<file path="config.mk">
export PLATFORM = sky130hd
export DESIGN_NAME = dual_timer_extint_control
export DESIGN_NICKNAME = d
export VERILOG_FILES = /design/src/hw/timer_pkg.sv /design/src/hw/dual_timer_extint_control.sv
export VERILOG_INCLUDE_DIRS = /design/src /design/src/hw
export SDC_FILE = /design/constraint.sdc
export NUM_CORES = 1
export LEC_CHECK = 0
export ABC_AREA = 1
export BUFFER_PORTS_ARGS = -buffer_cell sky130_fd_sc_hd__buf_2
export CAP_MARGIN = 10
export CORE_MARGIN = 3
export CORE_UTILIZATION = 35
export CTS_BUF_LIST = sky130_fd_sc_hd__clkbuf_2
export DETAILED_ROUTE_END_ITERATION = 10
export GPL_TIMING_DRIVEN = 0
export PLACE_DENSITY = 0.58
export SETUP_SLACK_MARGIN = 0.02
export SYNTH_ARGS = -nofsm -noshare
export SYNTH_HDL_FRONTEND = slang
export SYNTH_SLANG_ARGS = --single-unit
</file>
<file path="constraint.sdc">
create_clock -name clk -period 1.7 [get_ports clk]
set_input_delay 0.34 -clock clk [delete_from_list [all_inputs] [get_ports clk]]
set_output_delay 0.34 -clock clk [all_outputs]
set_load 0.02 [all_outputs]
</file>
<file path="src/hw/timer_defines.svh">
// Register indices, field positions, reset values and timing counts
`ifndef TIMER_DEFINES_SVH
`define TIMER_DEFINES_SVH
// Register indices; the byte address is four times the index
`define RUNCTL_IDX   8'h88
`define MODESEL_IDX  8'h89
`define T0LO_IDX     8'h8a
`define T1LO_IDX     8'h8b
`define T0HI_IDX     8'h8c
`define T1HI_IDX     8'h8d
`define CLKDIV_IDX   8'h8e
// Run and external interrupt control fields
`define B_T1OVF      7
`define B_T1RUN      6
`define B_T0OVF      5
`define B_T0RUN      4
`define B_X1REQ      3
`define B_X1TYPE     2
`define B_X0REQ      1
`define B_X0TYPE     0
// Mode select fields
`define B_GATE1      7
`define B_CT1        6
`define B_GATE0      3
`define B_CT0        2
// Clock divide select fields
`define B_T1DIV      4
`define B_T0DIV      3
// Reset values and timing
`define RESET_BYTE   8'h00
`define PRESCALE_DEF 12
`define RESP_OKAY    2'b00
`define RESP_SLVERR  2'b10
`endif

</file>
<file path="src/hw/timer_pkg.sv">
// Types shared by the timer and external interrupt control block
package timer_pkg;
  typedef enum logic [1:0] {
    MODE_13BIT  = 2'b00,
    MODE_16BIT  = 2'b01,
    MODE_RELOAD = 2'b10,
    MODE_SPLIT  = 2'b11
  } mode_t;
  typedef enum logic [1:0] {
    WR_COLLECT = 2'b01,
    WR_RESP    = 2'b10
  } wr_state_t;
  typedef enum logic [1:0] {
    RD_IDLE = 2'b01,
    RD_DATA = 2'b10
  } rd_state_t;
  typedef struct packed {
    logic ovf;
    logic [7:0] hi;
    logic [7:0] lo;
  } count_t;
  typedef struct packed {
    logic extirq1_pin;
    logic extirq0_pin;
    logic count_input_pin_one;
    logic count_input_pin_zero;
  } pins_t;
  typedef struct packed {
    logic t1_ovf;
    logic t0_ovf;
    logic extirq1;
    logic extirq0;
  } ack_t;
  typedef struct packed {
    logic t1_overflow_flag;
    logic t0_overflow_flag;
    logic extirq1_request_flag;
    logic extirq0_request_flag;
  } flags_t;
endpackage

</file>
<file path="src/hw/dual_timer_extint_control.sv">
// Two timer/counters and two external interrupt flags behind AXI4-Lite
//
// Overview of operation
// RULE1: Timer 1 overflow sets its flag; software can also set or clear it.
// RULE2: Entering the timer 1 service routine clears its overflow flag.
// RULE3: Timer 1 run bit low freezes both count bytes; high enables it.
// RULE4: Timer 0 overflow sets its flag; service entry or software clear it.
// RULE5: Timer 0 run bit low freezes both count bytes; high enables it. In mode 11 the high byte follows timer 1's run bit instead.
// RULE6: Edge mode: falling edge sets request 1 until software or service.
// RULE7: Level mode: request 1 mirrors inverted pin; software writes ignored.
// RULE8: Edge mode: falling edge sets request 0 until software or service.
// RULE9: Level mode: request 0 mirrors inverted pin; software cannot change.
// RULE10: Trigger type bits 2 and 0: zero low level, one falling edge.
// RULE11: Gating bit set means counting also needs its gate pin high.
// RULE12: Timer 1 source bit: internal clock or falling edges of count pin.
// RULE13: Timer 0 source bit: internal clock or falling edges of count pin.
// RULE14: Timer 1 modes: 13-bit, 16-bit, 8-bit auto-reload, halted.
// RULE15: Timer 0 modes 00, 01, 10: 13-bit, 16-bit, 8-bit auto-reload.
// RULE16: Timer 0 mode 11 splits into low counter and high timer.
// RULE17: Run and interrupt control register at 88H, resets to zero.
// RULE18: Mode register at 89H, zero reset, upper nibble timer 1.
// RULE19: Internal clock is system clock over twelve or undivided, per timer.
// RULE20: Each timer count lives in readable, writable low and high bytes.
// RULE21: Wrap to zero raises overflow that cycle; reload copies high byte.
//
// Register access over AXI4-Lite was chosen for this implementation.
`timescale 1ns/1ps
`include "timer_defines.svh"
module dual_timer_extint_control #(
  parameter int ADDR_W   = 12,
  parameter int PRESCALE = `PRESCALE_DEF
) (
  input  wire logic                  clk,
  input  wire logic                  reset,
  input  wire logic [ADDR_W-1:0]     s_axi_awaddr,
  input  wire logic                  s_axi_awvalid,
  output logic                       s_axi_awready,
  input  wire logic [31:0]           s_axi_wdata,
  input  wire logic [3:0]            s_axi_wstrb,
  input  wire logic                  s_axi_wvalid,
  output logic                       s_axi_wready,
  output logic [1:0]                 s_axi_bresp,
  output logic                       s_axi_bvalid,
  input  wire logic                  s_axi_bready,
  input  wire logic [ADDR_W-1:0]     s_axi_araddr,
  input  wire logic                  s_axi_arvalid,
  output logic                       s_axi_arready,
  output logic [31:0]                s_axi_rdata,
  output logic [1:0]                 s_axi_rresp,
  output logic                       s_axi_rvalid,
  input  wire logic                  s_axi_rready,
  input  wire timer_pkg::pins_t      pins,
  input  wire timer_pkg::ack_t       isr_ack,
  output timer_pkg::flags_t          flags
);
  localparam int DIV_W = $clog2(PRESCALE);
  localparam logic [DIV_W-1:0] DIV_LAST = DIV_W'(PRESCALE - 1);

  if (PRESCALE < 2) begin : g_bad_prescale
    $error("PRESCALE must be at least 2");
  end
  if (ADDR_W < 10) begin : g_bad_addr
    $error("ADDR_W must be at least 10");
  end

  // ****************************************************************
  // Helpers
  // ****************************************************************
  function automatic logic [8:0] word_index(input logic [ADDR_W-1:0] a);
    logic [ADDR_W-1:0] upper;
    upper = a >> 10;
    word_index = {(upper == '0), a[9:2]};
  endfunction

  function automatic timer_pkg::count_t step(input timer_pkg::mode_t m,
                                             input logic [7:0] lo,
                                             input logic [7:0] hi);
    timer_pkg::count_t r;
    logic              carry;
    r.lo  = lo + 8'h01;
    r.hi  = hi;
    r.ovf = 1'b0;
    carry = 1'b0;
    case (m)
      timer_pkg::MODE_13BIT: begin
        carry = (lo[4:0] == 5'h1f);
        r.lo  = {lo[7:5], lo[4:0] + 5'h01};
        r.hi  = carry ? hi + 8'h01 : hi;
        r.ovf = carry && (hi == 8'hff);
      end
      timer_pkg::MODE_16BIT: begin
        carry = (lo == 8'hff);
        r.hi  = carry ? hi + 8'h01 : hi;
        r.ovf = carry && (hi == 8'hff);
      end
      timer_pkg::MODE_RELOAD: begin
        r.ovf = (lo == 8'hff);
        r.lo  = r.ovf ? hi : lo + 8'h01;
      end
      default: begin
        r.ovf = (lo == 8'hff);
      end
    endcase
    step = r;
  endfunction

  // ****************************************************************
  // Register state
  // ****************************************************************
  logic                 t1_ovf_q;
  logic                 t1_run_q;
  logic                 t0_ovf_q;
  logic                 t0_run_q;
  logic                 x1_req_q;
  logic                 x1_type_q;
  logic                 x0_req_q;
  logic                 x0_type_q;
  logic [7:0]           mode_q;
  logic [1:0]           clkdiv_q;
  logic [7:0]           t0_lo_q;
  logic [7:0]           t0_hi_q;
  logic [7:0]           t1_lo_q;
  logic [7:0]           t1_hi_q;
  logic [DIV_W-1:0]     div_q;
  timer_pkg::pins_t     pins_prev_q;

  // ****************************************************************
  // AXI4-Lite slave
  // ****************************************************************
  timer_pkg::wr_state_t wr_state_q;
  timer_pkg::rd_state_t rd_state_q;
  logic                 aw_have_q;
  logic                 w_have_q;
  logic [ADDR_W-1:0]    awaddr_q;
  logic [7:0]           wbyte_q;
  logic                 wstrb0_q;
  logic [1:0]           bresp_q;
  logic [31:0]          rdata_q;
  logic [1:0]           rresp_q;
  logic                 wr_do;
  logic                 wr_en;
  logic [8:0]           wr_dec;
  logic [8:0]           rd_dec;
  logic [7:0]           rd_byte;

  assign s_axi_awready = (wr_state_q == timer_pkg::WR_COLLECT) && !aw_have_q;
  assign s_axi_wready  = (wr_state_q == timer_pkg::WR_COLLECT) && !w_have_q;
  assign s_axi_bvalid  = (wr_state_q == timer_pkg::WR_RESP);
  assign s_axi_bresp   = bresp_q;
  assign s_axi_arready = (rd_state_q == timer_pkg::RD_IDLE);
  assign s_axi_rvalid  = (rd_state_q == timer_pkg::RD_DATA);
  assign s_axi_rdata   = rdata_q;
  assign s_axi_rresp   = rresp_q;

  assign wr_do  = (wr_state_q == timer_pkg::WR_COLLECT) && aw_have_q &&
                  w_have_q;
  assign wr_dec = word_index(awaddr_q);
  assign rd_dec = word_index(s_axi_araddr);

  // Only the lowest byte lane carries register data
  always_comb begin
    wr_en = 1'b0;
    if (wr_do && wstrb0_q && wr_dec[8]) begin
      case (wr_dec[7:0])
        `RUNCTL_IDX, `MODESEL_IDX, `T0LO_IDX, `T1LO_IDX,
        `T0HI_IDX, `T1HI_IDX, `CLKDIV_IDX: wr_en = 1'b1;
        default: wr_en = 1'b0;
      endcase
    end
  end

  always_ff @(posedge clk) begin
    if (reset) begin
      wr_state_q <= timer_pkg::WR_COLLECT;
      aw_have_q  <= 1'b0;
      w_have_q   <= 1'b0;
      awaddr_q   <= '0;
      wbyte_q    <= 8'h00;
      wstrb0_q   <= 1'b0;
      bresp_q    <= `RESP_OKAY;
    end else begin
      if (s_axi_awvalid && s_axi_awready) begin
        aw_have_q <= 1'b1;
        awaddr_q  <= s_axi_awaddr;
      end
      if (s_axi_wvalid && s_axi_wready) begin
        w_have_q <= 1'b1;
        wbyte_q  <= s_axi_wdata[7:0];
        wstrb0_q <= s_axi_wstrb[0];
      end
      case (wr_state_q)
        timer_pkg::WR_COLLECT: begin
          if (wr_do) begin
            wr_state_q <= timer_pkg::WR_RESP;
            aw_have_q  <= 1'b0;
            w_have_q   <= 1'b0;
            bresp_q    <= (wr_dec[8] && (wr_dec[7:0] >= `RUNCTL_IDX) &&
                           (wr_dec[7:0] <= `CLKDIV_IDX)) ?
                          `RESP_OKAY : `RESP_SLVERR;
          end
        end
        timer_pkg::WR_RESP: begin
          if (s_axi_bready) begin
            wr_state_q <= timer_pkg::WR_COLLECT;
          end
        end
        default: wr_state_q <= timer_pkg::WR_COLLECT;
      endcase
    end
  end

  // Readback of control, mode and count bytes
  always_comb begin
    rd_byte = 8'h00;
    case (rd_dec[7:0])
      `RUNCTL_IDX:  rd_byte = {t1_ovf_q, t1_run_q, t0_ovf_q, t0_run_q,
                               x1_req_q, x1_type_q, x0_req_q, x0_type_q};
      `MODESEL_IDX: rd_byte = mode_q;
      `T0LO_IDX:    rd_byte = t0_lo_q;
      `T1LO_IDX:    rd_byte = t1_lo_q;
      `T0HI_IDX:    rd_byte = t0_hi_q;
      `T1HI_IDX:    rd_byte = t1_hi_q;
      `CLKDIV_IDX:  rd_byte = {3'h0, clkdiv_q, 3'h0};
      default:      rd_byte = 8'h00;
    endcase
  end

  always_ff @(posedge clk) begin
    if (reset) begin
      rd_state_q <= timer_pkg::RD_IDLE;
      rdata_q    <= 32'h0000_0000;
      rresp_q    <= `RESP_OKAY;
    end else begin
      case (rd_state_q)
        timer_pkg::RD_IDLE: begin
          if (s_axi_arvalid) begin
            rd_state_q <= timer_pkg::RD_DATA;
            rdata_q    <= {24'h00_0000, rd_dec[8] ? rd_byte : 8'h00};
            rresp_q    <= (rd_dec[8] && (rd_dec[7:0] >= `RUNCTL_IDX) &&
                           (rd_dec[7:0] <= `CLKDIV_IDX)) ?
                          `RESP_OKAY : `RESP_SLVERR;
          end
        end
        timer_pkg::RD_DATA: begin
          if (s_axi_rready) begin
            rd_state_q <= timer_pkg::RD_IDLE;
          end
        end
        default: rd_state_q <= timer_pkg::RD_IDLE;
      endcase
    end
  end

  // ****************************************************************
  // Count enables
  // ****************************************************************
  timer_pkg::mode_t   m0;
  timer_pkg::mode_t   m1;
  timer_pkg::count_t  c0;
  timer_pkg::count_t  c1;
  logic               tick;
  logic               fall_cnt0;
  logic               fall_cnt1;
  logic               fall_x0;
  logic               fall_x1;
  logic               t0_int;
  logic               t1_int;
  logic               t0_en;
  logic               t1_en;
  logic               th0_en;
  logic               wr_ctl;
  logic               t0_ovf_set;
  logic               t1_ovf_set;

  assign m0 = timer_pkg::mode_t'(mode_q[1:0]);
  assign m1 = timer_pkg::mode_t'(mode_q[5:4]);
  assign tick = (div_q == DIV_LAST);
  assign fall_cnt0 = pins_prev_q.count_input_pin_zero &&
                     !pins.count_input_pin_zero;
  assign fall_cnt1 = pins_prev_q.count_input_pin_one &&
                     !pins.count_input_pin_one;
  assign fall_x0 = pins_prev_q.extirq0_pin && !pins.extirq0_pin;
  assign fall_x1 = pins_prev_q.extirq1_pin && !pins.extirq1_pin;
  assign t0_int = clkdiv_q[0] || tick; // RULE19
  assign t1_int = clkdiv_q[1] || tick; // RULE19
  // RULE3 RULE5 RULE11 RULE12 RULE13 RULE14
  assign t0_en = t0_run_q && (!mode_q[`B_GATE0] || pins.extirq0_pin) &&
                 (mode_q[`B_CT0] ? fall_cnt0 : t0_int);
  assign t1_en = t1_run_q && (!mode_q[`B_GATE1] || pins.extirq1_pin) &&
                 (mode_q[`B_CT1] ? fall_cnt1 : t1_int) &&
                 (m1 != timer_pkg::MODE_SPLIT);
  // High half of a split timer 0 runs on timer 1's run bit
  assign th0_en = (m0 == timer_pkg::MODE_SPLIT) && t1_run_q &&
                  t0_int; // RULE16
  assign c0 = step(m0, t0_lo_q, t0_hi_q); // RULE15 RULE21
  assign c1 = step(m1, t1_lo_q, t1_hi_q); // RULE14 RULE21
  assign wr_ctl = wr_en && (wr_dec[7:0] == `RUNCTL_IDX);
  assign t0_ovf_set = t0_en && c0.ovf;
  assign t1_ovf_set = (t1_en && c1.ovf) ||
                      (th0_en && (t0_hi_q == 8'hff)); // RULE16

  always_ff @(posedge clk) begin
    if (reset) begin
      div_q       <= '0;
      pins_prev_q <= '0;
    end else begin
      div_q       <= tick ? '0 : div_q + DIV_W'(1);
      pins_prev_q <= pins;
    end
  end

  // ****************************************************************
  // Control, mode and clock select registers
  // ****************************************************************
  always_ff @(posedge clk) begin
    if (reset) begin
      {t1_run_q, t0_run_q, x1_type_q, x0_type_q} <= 4'h0; // RULE17
      mode_q   <= `RESET_BYTE; // RULE18
      clkdiv_q <= 2'h0;
    end else if (wr_en) begin
      if (wr_dec[7:0] == `RUNCTL_IDX) begin
        t1_run_q  <= wbyte_q[`B_T1RUN];
        t0_run_q  <= wbyte_q[`B_T0RUN];
        x1_type_q <= wbyte_q[`B_X1TYPE]; // RULE10
        x0_type_q <= wbyte_q[`B_X0TYPE]; // RULE10
      end
      if (wr_dec[7:0] == `MODESEL_IDX) begin
        mode_q <= wbyte_q;
      end
      if (wr_dec[7:0] == `CLKDIV_IDX) begin
        clkdiv_q <= {wbyte_q[`B_T1DIV], wbyte_q[`B_T0DIV]};
      end
    end
  end

  // ****************************************************************
  // Overflow and request flags; a hardware set beats any clear
  // ****************************************************************
  always_ff @(posedge clk) begin
    if (reset) begin
      t1_ovf_q <= 1'b0;
      t0_ovf_q <= 1'b0;
    end else begin
      if (t1_ovf_set) t1_ovf_q <= 1'b1; // RULE1
      else if (wr_ctl) t1_ovf_q <= wbyte_q[`B_T1OVF]; // RULE1
      else if (isr_ack.t1_ovf) t1_ovf_q <= 1'b0; // RULE2
      if (t0_ovf_set) t0_ovf_q <= 1'b1; // RULE4
      else if (wr_ctl) t0_ovf_q <= wbyte_q[`B_T0OVF]; // RULE4
      else if (isr_ack.t0_ovf) t0_ovf_q <= 1'b0; // RULE4
    end
  end

  always_ff @(posedge clk) begin
    if (reset) begin
      x1_req_q <= 1'b0;
      x0_req_q <= 1'b0;
    end else begin
      if (!x1_type_q) x1_req_q <= !pins.extirq1_pin; // RULE7
      else if (fall_x1) x1_req_q <= 1'b1; // RULE6
      else if (wr_ctl) x1_req_q <= wbyte_q[`B_X1REQ]; // RULE6
      else if (isr_ack.extirq1) x1_req_q <= 1'b0; // RULE6
      if (!x0_type_q) x0_req_q <= !pins.extirq0_pin; // RULE9
      else if (fall_x0) x0_req_q <= 1'b1; // RULE8
      else if (wr_ctl) x0_req_q <= wbyte_q[`B_X0REQ]; // RULE8
      else if (isr_ack.extirq0) x0_req_q <= 1'b0; // RULE8
    end
  end

  assign flags = '{t1_overflow_flag:     t1_ovf_q,
                   t0_overflow_flag:     t0_ovf_q,
                   extirq1_request_flag: x1_req_q,
                   extirq0_request_flag: x0_req_q};

  // ****************************************************************
  // Count bytes; a software write beats counting
  // ****************************************************************
  always_ff @(posedge clk) begin
    if (reset) begin
      t0_lo_q <= 8'h00;
      t0_hi_q <= 8'h00;
    end else begin
      if (wr_en && (wr_dec[7:0] == `T0LO_IDX)) t0_lo_q <= wbyte_q; // RULE20
      else if (t0_en) t0_lo_q <= c0.lo; // RULE5 RULE15 RULE21
      if (wr_en && (wr_dec[7:0] == `T0HI_IDX)) t0_hi_q <= wbyte_q; // RULE20
      else if (th0_en) t0_hi_q <= t0_hi_q + 8'h01; // RULE16
      else if (t0_en && (m0 != timer_pkg::MODE_SPLIT)) t0_hi_q <= c0.hi;
    end
  end

  always_ff @(posedge clk) begin
    if (reset) begin
      t1_lo_q <= 8'h00;
      t1_hi_q <= 8'h00;
    end else begin
      if (wr_en && (wr_dec[7:0] == `T1LO_IDX)) t1_lo_q <= wbyte_q; // RULE20
      else if (t1_en) t1_lo_q <= c1.lo; // RULE3 RULE14 RULE21
      if (wr_en && (wr_dec[7:0] == `T1HI_IDX)) t1_hi_q <= wbyte_q; // RULE20
      else if (t1_en) t1_hi_q <= c1.hi; // RULE3 RULE14
    end
  end

  // ****************************************************************
  // Assertions
  // ****************************************************************
  logic t0_wr;
  logic t1_wr;
  assign t0_wr = wr_en && ((wr_dec[7:0] == `T0LO_IDX) ||
                           (wr_dec[7:0] == `T0HI_IDX));
  assign t1_wr = wr_en && ((wr_dec[7:0] == `T1LO_IDX) ||
                           (wr_dec[7:0] == `T1HI_IDX));

  a_t1_ovf_set: assert property (@(posedge clk) disable iff (reset) // RULE1
    t1_ovf_set |=> t1_ovf_q) else $error("timer 1 overflow flag not set");
  a_t1_isr_clear: assert property (@(posedge clk) disable iff (reset) // RULE2
    isr_ack.t1_ovf && !t1_ovf_set && !wr_ctl |=> !t1_ovf_q)
    else $error("timer 1 flag not cleared on service entry");
  a_t1_run_hold: assert property (@(posedge clk) disable iff (reset) // RULE3
    !t1_run_q && !t1_wr |=> $stable(t1_lo_q) && $stable(t1_hi_q))
    else $error("timer 1 counted while stopped");
  a_t0_ovf_flag: assert property (@(posedge clk) disable iff (reset) // RULE4
    t0_en && c0.ovf && !t0_wr |=> t0_ovf_q && (t0_lo_q == $past(c0.lo)))
    else $error("timer 0 overflow not flagged");
  a_t0_run_hold: assert property (@(posedge clk) disable iff (reset) // RULE5
    !t0_run_q && !t0_wr && (m0 != timer_pkg::MODE_SPLIT)
    |=> $stable(t0_lo_q) && $stable(t0_hi_q))
    else $error("timer 0 counted while stopped");
  a_x1_edge_hold: assert property (@(posedge clk) disable iff (reset) // RULE6
    x1_type_q && fall_x1 |=> x1_req_q [*2] or (x1_req_q ##1 !x1_type_q)
    or (x1_req_q ##1 (wr_ctl || isr_ack.extirq1)))
    else $error("edge request 1 lost");
  a_x1_level: assert property (@(posedge clk) disable iff (reset) // RULE7
    !x1_type_q |=> x1_req_q == !$past(pins.extirq1_pin))
    else $error("level request 1 does not follow pin");
  a_x0_edge_set: assert property (@(posedge clk) disable iff (reset) // RULE8
    x0_type_q && fall_x0 |=> x0_req_q)
    else $error("edge request 0 not set");
  a_x0_level: assert property (@(posedge clk) disable iff (reset) // RULE9
    !x0_type_q && wr_ctl |=> x0_req_q == !$past(pins.extirq0_pin))
    else $error("level request 0 changed by software");
  a_gate_block: assert property (@(posedge clk) disable iff (reset) // RULE11
    mode_q[`B_GATE1] && !pins.extirq1_pin && !t1_wr |=> $stable(t1_lo_q))
    else $error("gated timer 1 counted with gate low");
  a_reload_copy: assert property (@(posedge clk) disable iff (reset) // RULE21
    t0_en && (m0 == timer_pkg::MODE_RELOAD) && (t0_lo_q == 8'hff) && !t0_wr
    |=> t0_lo_q == $past(t0_hi_q))
    else $error("auto-reload did not copy high byte");
  a_t1_mode_halt: assert property (@(posedge clk) disable iff (reset) // RULE14
    (m1 == timer_pkg::MODE_SPLIT) && !t1_wr
    |=> $stable(t1_lo_q) && $stable(t1_hi_q))
    else $error("timer 1 counted in halt mode");
  a_split_high: assert property (@(posedge clk) disable iff (reset) // RULE16
    th0_en && (t0_hi_q == 8'hff) && !t0_wr |=> t1_ovf_q && (t0_hi_q == 8'h00))
    else $error("split high byte overflow wrong");

  c_t0_13bit_ovf: cover property (@(posedge clk) disable iff (reset)
    t0_en && (m0 == timer_pkg::MODE_13BIT) && c0.ovf);
  c_t1_reload: cover property (@(posedge clk) disable iff (reset)
    t1_en && (m1 == timer_pkg::MODE_RELOAD) && c1.ovf);
  c_split_ovf: cover property (@(posedge clk) disable iff (reset)
    th0_en && (t0_hi_q == 8'hff));
  c_edge_req: cover property (@(posedge clk) disable iff (reset)
    x0_type_q && fall_x0 ##1 isr_ack.extirq0);
endmodule

</file>
-- Word level (Yosys, flattened, before mapping)
Cells that the tools add are included.
- register bits after elaboration: 97
- input port bits: 75
- eq/ne operators: 44
- add/sub/neg operators: 7
- order comparisons: 4
- multiplexer cells: 55
- reduce and logical (&&, ||, !) cells: 74
- operator list (kind ; number):
    $eq 8x8->1 const B ; 18
    $mux 8 ; 16
    $pmux 8 s2 ; 4
    $pmux 8 s7 ; 1
    $logic_and 1x1->1 ; 36
    $add 8x1->8 const B ; 4
    $logic_not 12->1 ; 2
    $mux 1 ; 24
    $reduce_and 2->1 ; 9
    $ge 8x8->1 const B ; 2
    $le 8x8->1 const B ; 2
    $mux 2 ; 6
    $ne 2x2->1 const B ; 6
    $reduce_bool 3->1 ; 4
    $add 5x1->5 const B ; 2
    $eq 2x2->1 const B ; 5
    $eq 5x5->1 const B ; 2
    $eq 2x1->1 const B ; 4
    $logic_not 1->1 ; 8
    $ne 4x2->1 const B ; 2
    $ne 4x4->1 const B ; 2
    $pmux 2 s2 ; 2
    $reduce_and 4->1 ; 2
    $reduce_or 7->1 ; 1
    other kinds (10) ; 20

-- Depth between registers and ports, before layout
- word-level depth: 10
- depth in mapped cells: 13

-- Worst setup path before layout
OpenSTA, ideal clock, no wires.
- path kind: register to register
- start point: register t1_lo_q[0]
- end point: register t1_hi_q[0]
- path slack: -0.060 ns
- cell stages (with the launch flop): 12
- buffers on the path: 0
- setup time: 0.116 ns
- data arrival time: 1.644 ns
- cell sequence: dfxtp_1 > ha_1 > nand2_1 > nor2_2 > ha_1 > inv_1 > a21oi_1 > nand3b_2 > nand2_2 > inv_1 > nor2_1 > nor2_1
- cells in the longest elaborated chain, start to end: 3
- RTL lines (item ; line ; source):
    from (decl) ; dual_timer_extint_control.sv:122 ; logic [7:0] t1_lo_q;
    from (signal assigned) ; dual_timer_extint_control.sv:395 ; if (wr_en && (wr_dec[7:0] == `T1LO_IDX)) t1_lo_q <= wbyte_q;
    from (signal assigned) ; dual_timer_extint_control.sv:396 ; else if (t1_en) t1_lo_q <= c1.lo;
    $eq 8x8->1 or $eq 5x5->1 (tied branches) ; dual_timer_extint_control.sv:92, dual_timer_extint_control.sv:86 ;
    $ne 3x3->1 (no source line) ; -- ;
    $reduce_and 4->1 (no source line) (*) ; -- ;
    to (signal assigned) ; dual_timer_extint_control.sv:397 ; if (wr_en && (wr_dec[7:0] == `T1HI_IDX)) t1_hi_q <= wbyte_q;
    to (signal assigned) ; dual_timer_extint_control.sv:398 ; else if (t1_en) t1_hi_q <= c1.hi;
    to (decl) ; dual_timer_extint_control.sv:123 ; logic [7:0] t1_hi_q;
Every way passes the cells marked *; elsewhere a longest branch is shown, timed or not.
A chain may end at the register's enable or synchronous reset.

-- Worst setup path after layout
- start point: register t1_lo_q[0]
- end point: register t1_hi_q[1]
The elaborated chain is that of the path after synthesis.

==> flow_metrics.tcl <==
set metrics [dict create \
    status "finished, violations left" \
    failed_checks "setup timing" \
    fin_worst_skew_ns 0.0644 \
    syn_area_um2 5750 \
    hold_class "input port to register" \
    worstPathMaxFanout 8 \
    nets 1180 \
    num_vias 6667 \
    grt_first_pass_wirelength_um 30300 \
    dp.cells 1223 \
    multi_input_area_um2 3790 \
    avgViaCountPerCell 5.06 \
    p_leak_nw 3.64 \
    portBuffers 62 \
    critPathCaptureType "register" \
    die_h_um 134 \
    antenna_found_initial 1 \
    crit-reg2reg-launch "t1_lo_q[0]" \
    register_area_um2 1930 \
    area.growth.synth_to_final_pct 38.6 \
    timing.hold.ws_ns 0.0673 \
    tightest_slew_ns 0.860 \
    slowest_stage "dfxtp_2" \
    htree_levels 3 \
    start_util_pct 36.0 \
    final_cells 1318 \
    regToRegSetupSlack_ns -0.17 \
    dr.pass1.iters 6 \
    die_w_um 134 \
    grt_usage_pct 21.4 \
    cpPeakStageDelay_ns 0.44 \
    synth_top_cell_by_area "dfxtp_1" \
    start_kind "register" \
    drv_cap 0 \
    postSynth.asyncResetShare_pct 0 \
    io_pins 120 \
    wire_per_inst_um 15.3 \
    die-area_um2 18000 \
    synthCells 920 \
    setup_violations 12 \
    ir_drop_uv 420 \
    yosysWarnings 0 \
    synth_edf_count 0 \
    slew_headroom_pct 42.7 \
    cts.sinks 93 \
    netlist_top_cells_count "nand2_1, nand3_1, nor2_1" \
    p_per_area_nw_per_um2 546 \
    gr-total-overflow 0 \
    worstHoldPathCells 3 \
    yosys-top-cells-area "dfxtp_1, nand2_1, nand3_1" \
    yosysMostFrequentCell "nand2_1" \
    worstSetupPathType "register to register" \
    synth-seq-cells 93 \
    max_freq_ghz 0.536 \
    fin_setup_tns_ns -1.20 \
    cts_tree "done" \
    worstPathCellList "ha_4, nand2_4, nor2_4, ha_2, inv_2, a21oi_2, nand3b_4, nand2_4, inv_2, nor2_2, nor2_1" \
    numCtsBuffers 9 \
    reg2reg_depth 11 \
    nFillCells 1645 \
    drtAntennaViolNets 0 \
    ys.flop_type "dfxtp_1" \
    hold_viol 0 \
    cts_root_buf "clkbuf_2" \
    place.gp.congestion 0.936 \
    avgSynthCellArea_um2 6.25 \
    drcViolationCount 0 \
    period_needed_ns 1.87 \
    grt_pass1_vias 5866 \
    fin_util_pct 49.8 \
    drt-total-wl_um 20200 \
    arrival_ns 2.40 \
    yosysTopAreaCellShare_pct 32.4 \
    cp-startpoint "t1_lo_q[0]" \
    drive_above_1_share_pct 29.0 \
    ys_types 38 \
    clockBufferDepth 2 \
    reg2reg_to "t1_hi_q[1]" \
    seq_area_frac_synth_pct 32.4 \
    crit_end "t1_hi_q[1]" \
    drtIter0Drc 625 \
    finalCritPeriodShare_pct 110 \
    rows 46 \
    dp_hpwl_um 14100 \
    clk_latency_ns 0.64 \
    slew_violations 0 \
    fin_ws_ns -0.166 \
    required_ns 2.24 \
    total_power_w 0.00435 \
    grt_start_max_net_pins 15 \
    rsz0062_at_grt "true" \
    core_area_um2 16000 \
    path_clk_slew_ns 0.30 \
]
-- worst min-delay path by stage --
stage                     from              to
3_3_place_gp          div_q[0]        div_q[0]
6_report       s_axi_awaddr[3]     awaddr_q[3]
4_1_cts        s_axi_awaddr[3]     awaddr_q[3]
3_5_place_dp          div_q[0]        div_q[0]
2_1_floorplan         div_q[0]        div_q[0]
5_1_grt        s_axi_araddr[9]  s_axi_rresp[1]
-- kinds of logic after synthesis --
family	after synthesis	share of synthesized area, %
DFF	93	32.4
other	1	0.0652
buffers and inverters	166	13.1
adders and majority gates	7	1.52
AOI/OAI and AO/OA	154	13.9
xor gates and xnor gates	13	1.98
and+or+nand+nor	486	37.0
-- registers in the layout, summed over array words and instances (netlist names), 2 cells and up --
signal,flops
t0_hi_q,8
t0_lo_q,8
clkdiv_q,2
wbyte_q,8
wr_state_q,2
t1_hi_q,8
awaddr_q,10
t1_lo_q,8
mode_q,8
s_axi_rdata,8
div_q,4
pins_prev_q,4
rd_state_q,2
-- worst max-delay path: cells and delay by family (launching register included) --
family | cells | cell delay, ns
compound gates | 1 | 0.17
fa+ha+maj | 2 | 0.36
simple gates | 6 | 0.71
flops | 1 | 0.44
buf+inv | 2 | 0.09
-- repair_timing --
action | CTS | global route
hold endpoints to repair | 33 | 0
setup endpoints to repair | 57 | 71
pin swaps | 8 | 47
resized for setup | 68 | 182
buffers inserted | 14 | 31
hold buffers | 31 | 0
cloned | 1 | 3
-- stage by stage --
stage | worst slack [ns] | cell area, µm²
final | -0.166 | 7970
after global routing | -0.219 | 7970
after CTS | -0.143 | 7180
after detailed placement | -0.373 | 6450
after global placement | -0.384 | 6450
after floorplan | 0.0339 | 5870
-- report_power, final --
group          switching, W  internal [W]  leakage (nW)
sequential        0.0000789       0.00226         0.774
clock              0.000821      0.000466        0.0753
combinational      0.000445      0.000285          2.80
total               0.00134       0.00301          3.64
-- cells in the final DEF, fill, tap and decap left out, drive strengths merged, types with 7 or more instances in the layout --
cell type,Yosys,final
inv,110,110
nand2,199,200
nand3,135,136
ha,7,7
dlygate4sd3,0,31
buf,42,149
o21ai,76,76
nor3,8,8
a21oi,66,66
nand4,18,18
nor2,119,121
clkbuf,13,22
xor2,9,9
dfxtp,93,93
conb,1,26
-- area by class of cell --
cell class              instances  share of cell area [%]
multi-input cells             690                    47.6
flip-flops and latches         93                    24.2
repair buffers                138                    13.1
inverters                     111                    5.38
plain buffers                  55                    4.80
well taps                     216                    3.39
clock inverters                 5                   0.973
clock buffers                   9                   0.565
diodes                          1                  0.0314
-- layer usage --
metal	track usage, %	up-vias	wire length [µm]	part of all wire [%]
met3	3.75	48	1430	7.1
met5	0	-	0	0
li1	-	3331	-	-
met4	7.01	0	507	2.5
met1	28.3	3042	8800	44
met2	35.3	246	9450	47
(Power assumes the default switching activity.)
